$ cat src/rtl/pwm_pkg.sv
// Package for the four-channel PWM control block: register map, fields, reset values.
// Assumes a 32-bit APB with byte addresses; each register takes one aligned word.
package pwm_pkg;
	localparam int num_channels = 4;
	localparam int counter_width = 16;
	localparam logic [11:0] mode_offset = 12'h000;
	localparam logic [11:0] enable_offset = 12'h004;
	localparam logic [11:0] disable_offset = 12'h008;
	localparam logic [11:0] status_offset = 12'h00C;
	localparam logic [11:0] irq_set_offset = 12'h010;
	localparam logic [11:0] irq_clear_offset = 12'h014;
	localparam logic [11:0] irq_mask_offset = 12'h018;
	localparam logic [11:0] irq_flags_offset = 12'h01C;
	localparam logic [11:0] chan_base = 12'h200;
	localparam logic [11:0] chan_stride = 12'h020;
	localparam logic [4:0] chan_mode_offset = 5'h00;
	localparam logic [4:0] chan_duty_offset = 5'h04;
	localparam logic [4:0] chan_period_offset = 5'h08;
	localparam logic [4:0] chan_count_offset = 5'h0C;
	localparam logic [4:0] chan_update_offset = 5'h10;
	localparam int prescale_lsb = 0;
	localparam int prescale_msb = 3;
	localparam int diva_lsb = 0;
	localparam int prea_lsb = 8;
	localparam int divb_lsb = 16;
	localparam int preb_lsb = 24;
	localparam int align_bit = 8;
	localparam int polarity_bit = 9;
	localparam int target_bit = 10;
	localparam logic [3:0] max_pow2_code = 4'hA;
	localparam logic [3:0] divided_clock_a_code = 4'hB;
	localparam logic [3:0] divided_clock_b_code = 4'hC;
	localparam logic [31:0] mode_write_mask = 32'h0FFF0FFF;
	localparam logic [10:0] chan_mode_reset = 11'h000;
	localparam logic [15:0] chan_value_reset = 16'h0000;
	localparam logic [31:0] global_mode_reset = 32'h00000000;
endpackage

$ cat src/rtl/pwm_chan_if.sv
// Interface carrying one channel's settings and tick in, and its state out.
// Assumes the register file drives ctl and the channel drives the view.
`timescale 1ns/10ps
interface pwm_chan_if;
	logic tick;
	logic start;
	logic stop;
	logic run;
	logic [10:0] mode;
	logic [15:0] duty;
	logic [15:0] period;
	logic [15:0] count;
	logic upd_wr;
	logic [15:0] upd_data;
	logic period_end;
	logic wave;
	modport ctl (output tick, start, stop, mode, upd_wr, upd_data,
		input run, duty, period, count, period_end, wave);
	modport chan (input tick, start, stop, mode, upd_wr, upd_data,
		output run, duty, period, count, period_end, wave);
endinterface

$ cat src/rtl/pwm_ctrl.sv
// Four-channel PWM controller: APB register file, prescalers, interrupts, channels.
// Assumes a single mclk domain, a synchronous active-high reset and a standard APB master.
`timescale 1ns/10ps
module pwm_ctrl #(
	parameter int channels = 4
) (
	// Clock and reset
	input wire logic mclk,
	input wire logic reset,
	// APB slave
	input wire logic psel,
	input wire logic penable,
	input wire logic pwrite,
	input wire logic [11:0] paddr,
	input wire logic [31:0] pwdata,
	output logic [31:0] prdata,
	output logic pready,
	output logic pslverr,
	// Waveform pins and interrupt
	output logic [channels-1:0] pwm_out,
	output logic irq
);
	logic [31:0] gmode_r, gmode_nxt, rdata_r, rdata_nxt;
	logic [channels-1:0] mask_r, mask_nxt, flags_r, flags_nxt;
	logic [10:0] cmode_r [channels];
	logic [10:0] cmode_nxt [channels];
	logic [10:0] pre_r, pre_nxt;
	logic [10:0] pre_edge;
	logic [31:0] rview;
	logic rmiss;
	logic divided_clock_a, divided_clock_b;
	logic wr, rd, err;
	logic [3:0] chan_idx;
	logic [4:0] chan_reg;
	logic in_chan;
	logic [channels-1:0] duty_wr, period_wr, run, pend, start, stop, upd_wr, tick;
	logic [15:0] duty_v [channels];
	logic [15:0] per_v [channels];
	logic [15:0] cnt_v [channels];

	assign wr = psel && penable && pwrite;
	assign rd = psel && penable && !pwrite;
	assign pready = 1'b1;
	assign chan_idx = paddr[8:5];
	assign chan_reg = paddr[4:0];
	assign in_chan = (paddr >= pwm_pkg::chan_base) && (32'(chan_idx) < 32'(channels)) && (paddr[11:9] == 3'b001);

	// Free-running prescaler; bit k toggles every 2**k ticks, its rising point gives a tick.
	always_comb begin
		pre_nxt = pre_r + 11'h001;
	end
	assign pre_edge = pre_nxt & ~pre_r;

	always_ff @(posedge mclk) begin
		if (reset) begin
			pre_r <= 11'h000;
		end else begin
			pre_r <= pre_nxt;
		end
	end

	// Divided clocks A and B from the global mode register.
	pwm_divider div_a (
		.mclk(mclk),
		.reset(reset),
		.pre_sel(gmode_r[pwm_pkg::prea_lsb +: 4]),
		.divide(gmode_r[pwm_pkg::diva_lsb +: 8]),
		.pre_edge(pre_edge),
		.tick(divided_clock_a)
	);
	pwm_divider div_b (
		.mclk(mclk),
		.reset(reset),
		.pre_sel(gmode_r[pwm_pkg::preb_lsb +: 4]),
		.divide(gmode_r[pwm_pkg::divb_lsb +: 8]),
		.pre_edge(pre_edge),
		.tick(divided_clock_b)
	);

	generate
		for (genvar i = 0; i < channels; i++) begin : g_ch
			pwm_chan_if cif ();
			logic [3:0] sel;
			assign sel = cmode_r[i][pwm_pkg::prescale_msb:pwm_pkg::prescale_lsb];
			always_comb begin
				if (sel == 4'h0) begin
					tick[i] = 1'b1;
				end else if (sel <= pwm_pkg::max_pow2_code) begin
					tick[i] = pre_edge[sel - 4'h1];
				end else if (sel == pwm_pkg::divided_clock_a_code) begin
					tick[i] = divided_clock_a;
				end else if (sel == pwm_pkg::divided_clock_b_code) begin
					tick[i] = divided_clock_b;
				end else begin
					tick[i] = 1'b0;
				end
			end
			assign cif.tick = tick[i];
			assign cif.start = start[i];
			assign cif.stop = stop[i];
			assign cif.mode = cmode_r[i];
			assign cif.upd_wr = upd_wr[i];
			assign cif.upd_data = pwdata[15:0];
			assign run[i] = cif.run;
			assign duty_v[i] = cif.duty;
			assign per_v[i] = cif.period;
			assign cnt_v[i] = cif.count;
			assign pend[i] = cif.period_end;
			assign pwm_out[i] = cif.wave;
			assign duty_wr[i] = wr && in_chan && (32'(chan_idx) == i) && (chan_reg == pwm_pkg::chan_duty_offset);
			assign period_wr[i] = wr && in_chan && (32'(chan_idx) == i) && (chan_reg == pwm_pkg::chan_period_offset);
			assign upd_wr[i] = wr && in_chan && (32'(chan_idx) == i) && (chan_reg == pwm_pkg::chan_update_offset);
			assign start[i] = wr && (paddr == pwm_pkg::enable_offset) && pwdata[i];
			assign stop[i] = wr && (paddr == pwm_pkg::disable_offset) && pwdata[i];
			pwm_channel u_ch (
				.mclk(mclk),
				.reset(reset),
				.ch(cif.chan),
				.duty_wr(duty_wr[i]),
				.period_wr(period_wr[i]),
				.wdata(pwdata[15:0])
			);
		end
	endgenerate

	// Register writes, flags and read data.
	always_comb begin
		gmode_nxt = gmode_r;
		mask_nxt = mask_r;
		cmode_nxt = cmode_r;
		err = 1'b0;
		flags_nxt = flags_r;
		if (rd && paddr == pwm_pkg::irq_flags_offset) begin
			flags_nxt = '0;
		end
		flags_nxt = flags_nxt | pend;
		if (wr) begin
			case (paddr)
				pwm_pkg::mode_offset: gmode_nxt = pwdata & pwm_pkg::mode_write_mask;
				pwm_pkg::enable_offset, pwm_pkg::disable_offset: err = 1'b0;
				pwm_pkg::irq_set_offset: mask_nxt = mask_r | pwdata[channels-1:0];
				pwm_pkg::irq_clear_offset: mask_nxt = mask_r & ~pwdata[channels-1:0];
				default: begin
					if (in_chan && chan_reg == pwm_pkg::chan_mode_offset) begin
						cmode_nxt[chan_idx[1:0]] = pwdata[10:0];
					end else if (!(in_chan && (chan_reg == pwm_pkg::chan_duty_offset ||
						chan_reg == pwm_pkg::chan_period_offset || chan_reg == pwm_pkg::chan_update_offset))) begin
						err = 1'b1;
					end
				end
			endcase
		end
		// Read data is looked up in the setup phase and registered for the access phase.
		rview = 32'h00000000;
		rmiss = 1'b0;
		case (paddr)
			pwm_pkg::mode_offset: rview = gmode_r;
			pwm_pkg::status_offset: rview[channels-1:0] = run;
			pwm_pkg::irq_mask_offset: rview[channels-1:0] = mask_r;
			pwm_pkg::irq_flags_offset: rview[channels-1:0] = flags_r | pend;
			default: begin
				if (in_chan) begin
					case (chan_reg)
						pwm_pkg::chan_mode_offset: rview[10:0] = cmode_r[chan_idx[1:0]];
						pwm_pkg::chan_duty_offset: rview[15:0] = duty_v[chan_idx[1:0]];
						pwm_pkg::chan_period_offset: rview[15:0] = per_v[chan_idx[1:0]];
						pwm_pkg::chan_count_offset: rview[15:0] = cnt_v[chan_idx[1:0]];
						default: rmiss = 1'b1;
					endcase
				end else begin
					rmiss = 1'b1;
				end
			end
		endcase
		rdata_nxt = 32'h00000000;
		if (psel && !penable && !pwrite) begin
			rdata_nxt = rview;
		end
		if (rd && rmiss) begin
			err = 1'b1;
		end
	end

	always_ff @(posedge mclk) begin
		if (reset) begin
			gmode_r <= pwm_pkg::global_mode_reset;
			mask_r <= '0;
			flags_r <= '0;
			rdata_r <= 32'h00000000;
			for (int k = 0; k < channels; k++) begin
				cmode_r[k] <= pwm_pkg::chan_mode_reset;
			end
		end else begin
			gmode_r <= gmode_nxt;
			mask_r <= mask_nxt;
			flags_r <= flags_nxt;
			rdata_r <= rdata_nxt;
			cmode_r <= cmode_nxt;
		end
	end

	// Read data is captured at the end of the setup phase, so the access phase needs no wait state.
	assign prdata = rdata_r;
	assign pslverr = psel && penable && err;
	assign irq = |(flags_r & mask_r);
endmodule

$ cat src/rtl/pwm_channel.sv
// One PWM channel: counter, duty/period registers with update buffer, waveform.
// Assumes a one-cycle tick per counter clock, and start/stop/upd_wr pulses from the register file.
`timescale 1ns/10ps
module pwm_channel (
	// Clock and reset
	input wire logic mclk,
	input wire logic reset,
	// Channel link
	pwm_chan_if.chan ch,
	// Direct register writes
	input wire logic duty_wr,
	input wire logic period_wr,
	input wire logic [15:0] wdata
);
	logic run_r, run_nxt, down_r, down_nxt, pend_r, pend_nxt, wave_r, wave_nxt, pe_r, pe_nxt;
	logic [15:0] cnt_r, cnt_nxt, duty_r, duty_nxt, per_r, per_nxt, upd_r, upd_nxt;
	logic bound, pstart, center, active;

	always_comb begin
		run_nxt = run_r;
		down_nxt = down_r;
		pend_nxt = pend_r;
		cnt_nxt = cnt_r;
		duty_nxt = duty_r;
		per_nxt = per_r;
		upd_nxt = upd_r;
		pe_nxt = 1'b0;
		center = ch.mode[pwm_pkg::align_bit];
		bound = 1'b0;
		pstart = 1'b0;
		if (duty_wr) begin
			duty_nxt = wdata;
		end
		if (period_wr) begin
			per_nxt = wdata;
		end
		if (ch.upd_wr) begin
			upd_nxt = ch.upd_data;
			pend_nxt = 1'b1;
		end
		if (ch.start) begin
			run_nxt = 1'b1;
			cnt_nxt = 16'h0000;
			down_nxt = 1'b0;
		end else if (ch.stop) begin
			run_nxt = 1'b0;
		end else if (run_r && ch.tick) begin
			if (!center) begin
				bound = (cnt_r >= per_r - 16'h0001) || (per_r == 16'h0000);
				cnt_nxt = bound ? 16'h0000 : cnt_r + 16'h0001;
				pstart = bound;
			end else if (!down_r) begin
				bound = (cnt_r >= per_r);
				cnt_nxt = bound ? ((cnt_r == 16'h0000) ? 16'h0000 : cnt_r - 16'h0001) : cnt_r + 16'h0001;
				down_nxt = bound;
			end else begin
				bound = (cnt_r <= 16'h0001);
				cnt_nxt = bound ? 16'h0000 : cnt_r - 16'h0001;
				down_nxt = !bound;
				pstart = bound;
			end
		end
		if (pstart) begin
			pe_nxt = 1'b1;
			if (pend_r && !ch.upd_wr) begin
				pend_nxt = 1'b0;
				if (ch.mode[pwm_pkg::target_bit]) begin
					per_nxt = upd_r;
				end else begin
					duty_nxt = upd_r;
				end
			end
		end
		active = (cnt_nxt < duty_nxt);
		wave_nxt = run_nxt ? (ch.mode[pwm_pkg::polarity_bit] ~^ active) : ch.mode[pwm_pkg::polarity_bit];
		if (!run_nxt) begin
			wave_nxt = 1'b0;
		end
	end

	always_ff @(posedge mclk) begin
		if (reset) begin
			run_r <= 1'b0;
			down_r <= 1'b0;
			pend_r <= 1'b0;
			wave_r <= 1'b0;
			pe_r <= 1'b0;
			cnt_r <= pwm_pkg::chan_value_reset;
			duty_r <= pwm_pkg::chan_value_reset;
			per_r <= pwm_pkg::chan_value_reset;
			upd_r <= pwm_pkg::chan_value_reset;
		end else begin
			run_r <= run_nxt;
			down_r <= down_nxt;
			pend_r <= pend_nxt;
			wave_r <= wave_nxt;
			pe_r <= pe_nxt;
			cnt_r <= cnt_nxt;
			duty_r <= duty_nxt;
			per_r <= per_nxt;
			upd_r <= upd_nxt;
		end
	end

	assign ch.run = run_r;
	assign ch.duty = duty_r;
	assign ch.period = per_r;
	assign ch.count = cnt_r;
	assign ch.period_end = pe_r;
	assign ch.wave = wave_r;
endmodule

$ cat src/rtl/pwm_divider.sv
// Divided clock generator: picks a prescaler tap and divides it by a programmable factor.
// Assumes pre_edge holds one-cycle ticks of mclk divided by 2, 4 ... 2048.
`timescale 1ns/10ps
module pwm_divider (
	// Clock and reset
	input wire logic mclk,
	input wire logic reset,
	// Settings
	input wire logic [3:0] pre_sel,
	input wire logic [7:0] divide,
	input wire logic [10:0] pre_edge,
	// Output tick
	output logic tick
);
	logic [7:0] cnt_r, cnt_nxt;
	logic tick_r, tick_nxt, src;

	always_comb begin
		if (pre_sel == 4'h0) begin
			src = 1'b1;
		end else if (pre_sel <= pwm_pkg::max_pow2_code) begin
			src = pre_edge[pre_sel - 4'h1];
		end else begin
			src = 1'b0;
		end
		cnt_nxt = cnt_r;
		tick_nxt = 1'b0;
		if (divide == 8'h00) begin
			cnt_nxt = 8'h00;
		end else if (src) begin
			if (cnt_r + 8'h01 >= divide) begin
				cnt_nxt = 8'h00;
				tick_nxt = 1'b1;
			end else begin
				cnt_nxt = cnt_r + 8'h01;
			end
		end
	end

	always_ff @(posedge mclk) begin
		if (reset) begin
			cnt_r <= 8'h00;
			tick_r <= 1'b0;
		end else begin
			cnt_r <= cnt_nxt;
			tick_r <= tick_nxt;
		end
	end

	assign tick = tick_r;
endmodule

$ cat config.mk
export PLATFORM = sky130hd
export DESIGN_NAME = pwm_ctrl
export DESIGN_NICKNAME = d
export VERILOG_FILES = /design/src/rtl/pwm_pkg.sv /design/src/rtl/pwm_chan_if.sv /design/src/rtl/pwm_ctrl.sv /design/src/rtl/pwm_channel.sv /design/src/rtl/pwm_divider.sv
export SDC_FILE = /design/constraint.sdc
export NUM_CORES = 2
export LEC_CHECK = 0
export ABC_AREA = 1
export BUFFER_PORTS_ARGS = -buffer_cell sky130_fd_sc_hd__clkbuf_2
export CORE_MARGIN = 4
export CORE_UTILIZATION = 60
export CTS_CLUSTER_DIAMETER = 120
export CTS_CLUSTER_SIZE = 40
export DETAILED_ROUTE_END_ITERATION = 8
export PLACE_DENSITY = 0.77
export REMOVE_ABC_BUFFERS = 1
export SLEW_MARGIN = 20
export SYNTH_ARGS = -nofsm -noshare
export SYNTH_HDL_FRONTEND = slang
export SYNTH_SLANG_ARGS = --single-unit
$ cat constraint.sdc
create_clock -name mclk -period 11.2 [get_ports mclk]
set_input_delay 2.24 -clock mclk [delete_from_list [all_inputs] [get_ports mclk]]
set_output_delay 2.24 -clock mclk [all_outputs]
set_load 0.005 [all_outputs]
# Yosys cells after proc, flatten, opt, wreduce, memory -nomap -nowiden
# Index checks and enable logic that the tools add are counted.
[op_classes]
add_sub_neg = 21
magnitude_cmp = 34
n_eq_ne = 23
mux = 182
bitwise = 26
n_reduce_logical = 110
[ops]
columns = ["op", "n"]
rows = [
  ["2-to-1 mux 16 bit", 75],
  ["greater-or-equal comparator 16 bit", 8],
  ["logical NOT 16 bit", 8],
  ["subtractor 16 x 1 -> 16 bit, second input constant", 8],
  ["binary-select mux 16 bit (select 2 bit)", 3],
  ["2-to-1 mux 1 bit", 84],
  ["adder 16 x 1 -> 16 bit, second input constant", 4],
  ["<= comparator 16 x 1 -> 1 bit, second input constant", 4],
  ["less-than comparator 16 bit", 4],
  ["equality test 12 x 5 -> 1 bit, second input constant", 4],
  ["logical AND 1 bit", 48],
  ["bitwise mux 44 bit", 1],
  ["one-hot mux 11 bit (4 select lines)", 1],
  ["2-to-1 mux 11 bit", 3],
  ["equality test 4 bit, second input constant", 8],
  ["less-than comparator 4 x 5 -> 1 bit, second input constant", 6],
  ["logical NOT 4 bit", 7],
  ["binary-select mux 1 bit (select 4 bit)", 6],
  ["equality test 12 x 4 -> 1 bit, second input constant", 2],
  ["<= comparator 4 bit, second input constant", 6],
  ["one-hot mux 12 bit (2 select lines)", 1],
  ["subtractor 4 x 1 -> 4 bit, second input constant", 6],
  ["binary-select mux 11 bit (select 2 bit)", 1],
  ["demux 11 bit (select 2 bit)", 1],
  ["other kinds (39)", 97],
]
[word_totals]
register_bits = 409
in_bits = 49
out_inout_bits = 39
elab_cells = 446

# Longest topological paths before layout
[depth]
ltp_word = 13
depth_mapped = 36
depth_no_buf = 36

# Hierarchy
# Synthesis repeated with hierarchy kept, for this count alone.
[unflattened]
cells_unflattened = 4992
area_unflattened_um2 = 31786.7
[modules_own_cells]
columns = ["mod", "n_inst", "cells_each", "area_each_um2", "seq_area_each_um2"]
rows = [
  ["pwm_channel (g_ch[0].u_ch ...)", 3, 848, 5495.3, 1381.3],
  ["pwm_ctrl", 1, 1324, 7901.3, 2302.2],
  ["pwm_channel (g_ch[1].u_ch)", 1, 816, 5485.3, 1381.3],
  ["pwm_divider", 2, 154, 957.2, 180.2],
]

# Worst setup path before layout
# No wires, ideal clock.
[synth_timing]
kind = "input -> output"
from = "input port paddr[0]"
to = "output port pslverr"
arrival_ns = 3.475
required_ns = 8.960
setup_slack_ns = 5.485
stages = 10
path_buffers = 0
cell_sequence = "inv_1 > nand2_1 > nor2_2 > nand2_1 > nor2_2 > clkinv_1 > nor2_1 > inv_1 > nand4_1 > o41ai_1"
[synth_between]
elab_chain_cells = 10
word_cells_on_any_way = 33
cone_classes = "order compare (1); eq/ne (11); mux (8); reduce/logical (13)"
[synth_rtl]
columns = ["item", "line", "text"]
rows = [
  ["start, declared", "pwm_ctrl.sv:14", "input wire logic [11:0] paddr,"],
  ["greater-or-equal comparator 12 x 10 -> 1 bit (tied with other cells)", "pwm_ctrl.sv:46", "assign in_chan = (paddr >= pwm_pkg::chan_base) && (32'(chan_idx) < 32'(channels)) && (paddr[11:9] == 3'b001);"],
  ["logical AND 1 bit / logical OR 1 bit (equally long branches)", "pwm_ctrl.sv:46, pwm_ctrl.sv:146", ""],
  ["logical AND 1 bit / logical OR 1 bit (equally long branches)", "pwm_ctrl.sv:46, pwm_ctrl.sv:147", ""],
  ["logical AND 1 bit", "pwm_ctrl.sv:146", "end else if (!(in_chan && (chan_reg == pwm_pkg::chan_duty_offset ||"],
  ["2-to-1 mux 1 bit", "pwm_ctrl.sv:146", ""],
  ["2-to-1 mux 1 bit", "pwm_ctrl.sv:144", "if (in_chan && chan_reg == pwm_pkg::chan_mode_offset) begin"],
  ["2-to-1 mux 1 bit", "pwm_ctrl.sv:138", "case (paddr)"],
  ["2-to-1 mux 1 bit", "pwm_ctrl.sv:137", "if (wr) begin"],
  ["2-to-1 mux 1 bit *", "pwm_ctrl.sv:179", "if (rd && rmiss) begin"],
  ["logical AND 1 bit *", "pwm_ctrl.sv:204", "assign pslverr = psel && penable && err;"],
  ["end, declared", "pwm_ctrl.sv:18", "output logic pslverr,"],
]
# Every way passes the cells marked *; elsewhere a longest branch is shown, timed or not.

# Worst setup path in the final report
[layout_timing]
from = "input port paddr[6]"
to = "output port pslverr"
[layout_between]
elab_chain_cells = 10
word_cells_on_any_way = 25
cone_classes = "order compare (2); eq/ne (7); mux (7); reduce/logical (9)"
[layout_rtl]
columns = ["item", "line"]
rows = [
  ["greater-or-equal comparator 12 x 10 -> 1 bit / less-than comparator 4 x 3 -> 1 bit (equally long branches)", "pwm_ctrl.sv:46"],
  ["logical AND 1 bit (2 in series)", "pwm_ctrl.sv:46"],
  ["logical AND 1 bit", "pwm_ctrl.sv:146"],
  ["2-to-1 mux 1 bit", "pwm_ctrl.sv:146"],
  ["2-to-1 mux 1 bit", "pwm_ctrl.sv:144"],
  ["2-to-1 mux 1 bit", "pwm_ctrl.sv:138"],
  ["2-to-1 mux 1 bit", "pwm_ctrl.sv:137"],
  ["2-to-1 mux 1 bit *", "pwm_ctrl.sv:179"],
  ["logical AND 1 bit *", "pwm_ctrl.sv:204"],
]
# Marked as above.

==> impl_metrics.json <==
{
  "status": "completed",
  "period_needed_ns": 7.01,
  "pin_count": 88,
  "cp-start-kind": "input pin",
  "setup_viol": 0,
  "synth-main-ff-cell": "dfxtp_1",
  "gp_congestion": 1.03,
  "die_h_um": 227,
  "max_stage_delay_ns": 0.50,
  "wl_mm": 97.5,
  "dpl-instance-area_um2": 29200,
  "critical_path.top_delay_family": "buffers and inverters",
  "path_cells": "clkbuf_2 -> inv_2 -> nand2_2 -> buf_4 -> inv_2 -> nand4_1 -> nor2_1 -> inv_1 -> nand4_1 -> o41ai_1 -> clkbuf_2",
  "initial_utilization_pct": 61.1,
  "tightest_slew_ns": 1.09,
  "finalCritPeriodShare_pct": 62.6,
  "netlist_top_cells_count": "nand2_1, inv_1, o21ai_0",
  "ir_drop_uv": 91.8,
  "synth-xor-area-share_pct": 4.76,
  "hold_viol_final": 0,
  "max-slew-margin-rel_pct": 27.0,
  "routed.top_layer": "met5",
  "rsz0062_at_grt": "no",
  "max_cap_violations": 0,
  "tns_ns": 0,
  "yosysMostFrequentCell": "nand2_1",
  "cts_setup_buffers": 0,
  "synth_cells": 4185,
  "htreeDepth": 1,
  "grt_max_degree": 89,
  "grt_pass1_wl_mm": 147,
  "synthArstFlopShare_pct": 0,
  "ys_seq_elements": 409,
  "dieArea_um2": 51400,
  "root_buffer": "clkbuf_16",
  "firstDrtPassIters": 7,
  "synthAdderAreaFrac_pct": 10.9,
  "cts-resized-gates": 0,
  "synth_warnings": 0,
  "drtIter0Drc": 3736,
  "grt_pass1_vias": 25200,
  "muxShareOfSynthArea_pct": 0.0349,
  "die_x_um": 227,
  "synth.top_cell.area_share_pct": 28.5,
  "cts_made_buffers": 15,
  "required_ns": 8.96,
  "cts_tree": "done",
  "fin_ws_ns": 4.19,
  "route.met3.wl_mm": 10.1,
  "wl_met2_mm": 41.9,
  "finalNetCount": 4417,
  "hp-class": "reg2reg",
  "slew_violations": 0,
  "synth-edff-count": 0,
  "syn_area_per_cell_um2": 6.86,
  "avgViaCountPerCell": 6.10,
  "row_count": 79,
  "io_buffers": 78,
  "final_area_um2": 29700,
  "p_per_area_nw_per_um2": 79.1,
  "reg2reg_to": "g_ch[0].u_ch.ch.wave",
  "place_hpwl_mm": 73.2,
  "ff2ff_path_depth": 32,
  "vias": 28800,
  "core-area_um2": 47000,
  "crit_slowest_cell": "o41ai_1",
  "max_freq_ghz": 0.143,
  "antenna_found_initial": 1,
  "crit_path_max_fanout": 37,
  "synth_area_um2": 28700,
  "fin_worst_skew_ns": 0.0339,
  "pre_cts_ws_ns": 4.02,
  "wire_per_inst_um": 20.6,
  "synth_area_leaders": "dfxtp_1, ha_1, nand2_1",
  "hp-start": "g_ch[0].u_ch.upd_r[6]",
  "synth_top_family_by_area": "compound AO/OA/AOI/OAI gates",
  "hold_end": "g_ch[0].u_ch.ch.period[6]",
  "synth-compound-area-share_pct": 23.9,
  "clock-sinks": 409,
  "synth_simple_gate_area_share_pct": 22.0,
  "leakage_uw": 0.0130,
  "holdPathStages": 2,
  "diodes": 0,
  "criticalPathCategory": "in2out",
  "yosysTopAreaCell": "dfxtp_1",
  "syn_to_final_growth_pct": 3.59,
  "hold_buffers": 0,
  "insertion_delay_ns": 0.58,
  "wirelength_met1_mm": 40.0,
  "cts.clk_slew.worst_paths_ns": 0.16,
  "grt_usage_pct": 36.6,
  "cts_max_path_buffers": 3,
  "r2r-start": "g_ch[0].u_ch.ch.period[2]",
  "cp-end-kind": "primary output",
  "reg2reg_slack_ns": 4.78,
  "ys_seq_area_share_pct": 28.5,
  "overflow": 0,
  "worstPathArrival_ns": 4.77,
  "drc": 0,
  "synth_cell_type_count": 68,
  "ant_nets": 0,
  "drive_gt1_share_pct": 6.19,
  "cp.buffers_inverters": 6
}
## layer usage
metal  GRT usage [%]  up-vias
met4            16.7        2
li1                -    14000
met2            56.2     1469
met1            50.3    13100
met5               0        -
met3            6.71      244
## power by group
group	leakage (µW)	total [µW]	internal, µW	switching (µW)
clock	0.000223	775	264	512
sequential	0.00329	1460	1460	0.932
combinational	0.00949	119	21.1	98.0
## worst max-delay path by stage
stage	start	endpoint	slack, ns	depth (start not counted)
floorplan	paddr[6]	pslverr	5.24	8
global placement	paddr[6]	g_ch[0].u_ch.ch.wave	4.02	20
detailed placement	paddr[6]	g_ch[0].u_ch.ch.wave	4.02	18
CTS	paddr[6]	pslverr	4.38	11
global route	paddr[6]	pslverr	4.18	11
finish	paddr[6]	pslverr	4.19	11
## state kept, by name, indices dropped and copies added (netlist names), named ones only
signal / flops
div_a.cnt_r: 8
div_a.tick: 1
div_b.cnt_r: 8
div_b.tick: 1
flags_r: 4
g_ch.cif.mode: 44
g_ch.u_ch.ch.count: 64
g_ch.u_ch.ch.duty: 64
g_ch.u_ch.ch.period: 64
g_ch.u_ch.ch.period_end: 4
g_ch.u_ch.ch.run: 4
g_ch.u_ch.ch.wave: 4
g_ch.u_ch.down_r: 4
g_ch.u_ch.pend_r: 4
g_ch.u_ch.upd_r: 64
gmode_r: 24
prdata: 28
pre_r: 11
## layout make-up
cell class,instances,area [µm²]
multi-input cells,3065,17700
fillers,4496,17200
flip-flops and latches,409,8190
inverters,521,1960
well taps,607,759
repair buffers,105,593
clock buffers,15,375
clock inverters,6,97.6
## cells by family after synthesis
kind of cell,Yosys count
AND/OR/NAND/NOR,1439
AO/OA/AOI/OAI,1213
buffers and inverters,714
flip-flops,409
adder cells (fa/ha/maj),251
XOR/XNOR,156
other,2
multiplexers,1
## tightest hold or removal path: cells and delay by family (launching register included)
family,cells,cell delay [ns]
compound gates,1,0.06
buf+inv,1,0.07
flops,1,0.33
## cells in the final DEF (no fill, tap or decap), types with 9 or more instances in the layout
master / n
a211oi_1: 14
a21oi_1: 390
a22oi_1: 60
a31oi_1: 15
a32oi_1: 9
buf_4: 27
clkbuf_16: 15
clkbuf_2: 77
clkinv_1: 13
dfxtp_1: 409
ha_1: 251
inv_1: 481
inv_2: 24
nand2_1: 690
nand2_2: 11
nand3_1: 160
nand3_2: 16
nand3b_1: 13
nand4_1: 43
nor2_1: 366
nor2_2: 19
nor3_1: 67
nor3_2: 11
nor4_1: 13
o211ai_1: 42
o21ai_0: 471
o21ai_1: 44
o21ai_2: 12
o221ai_1: 14
o22ai_1: 78
xnor2_1: 17
xor2_1: 139
## stage by stage
stage          power [µW]  util [%]  std cells  hold WS, ns
2_1_floorplan        1530         -       3995        0.433
3_3_place_gp         1600      62.2       4706        0.447
3_5_place_dp         1600      62.2       4706        0.451
4_1_cts              2340      63.3       4727        0.470
5_1_grt              2410      63.3       4728        0.484
6_report             2350      63.3       4728        0.464
(Power assumes the default switching activity.)
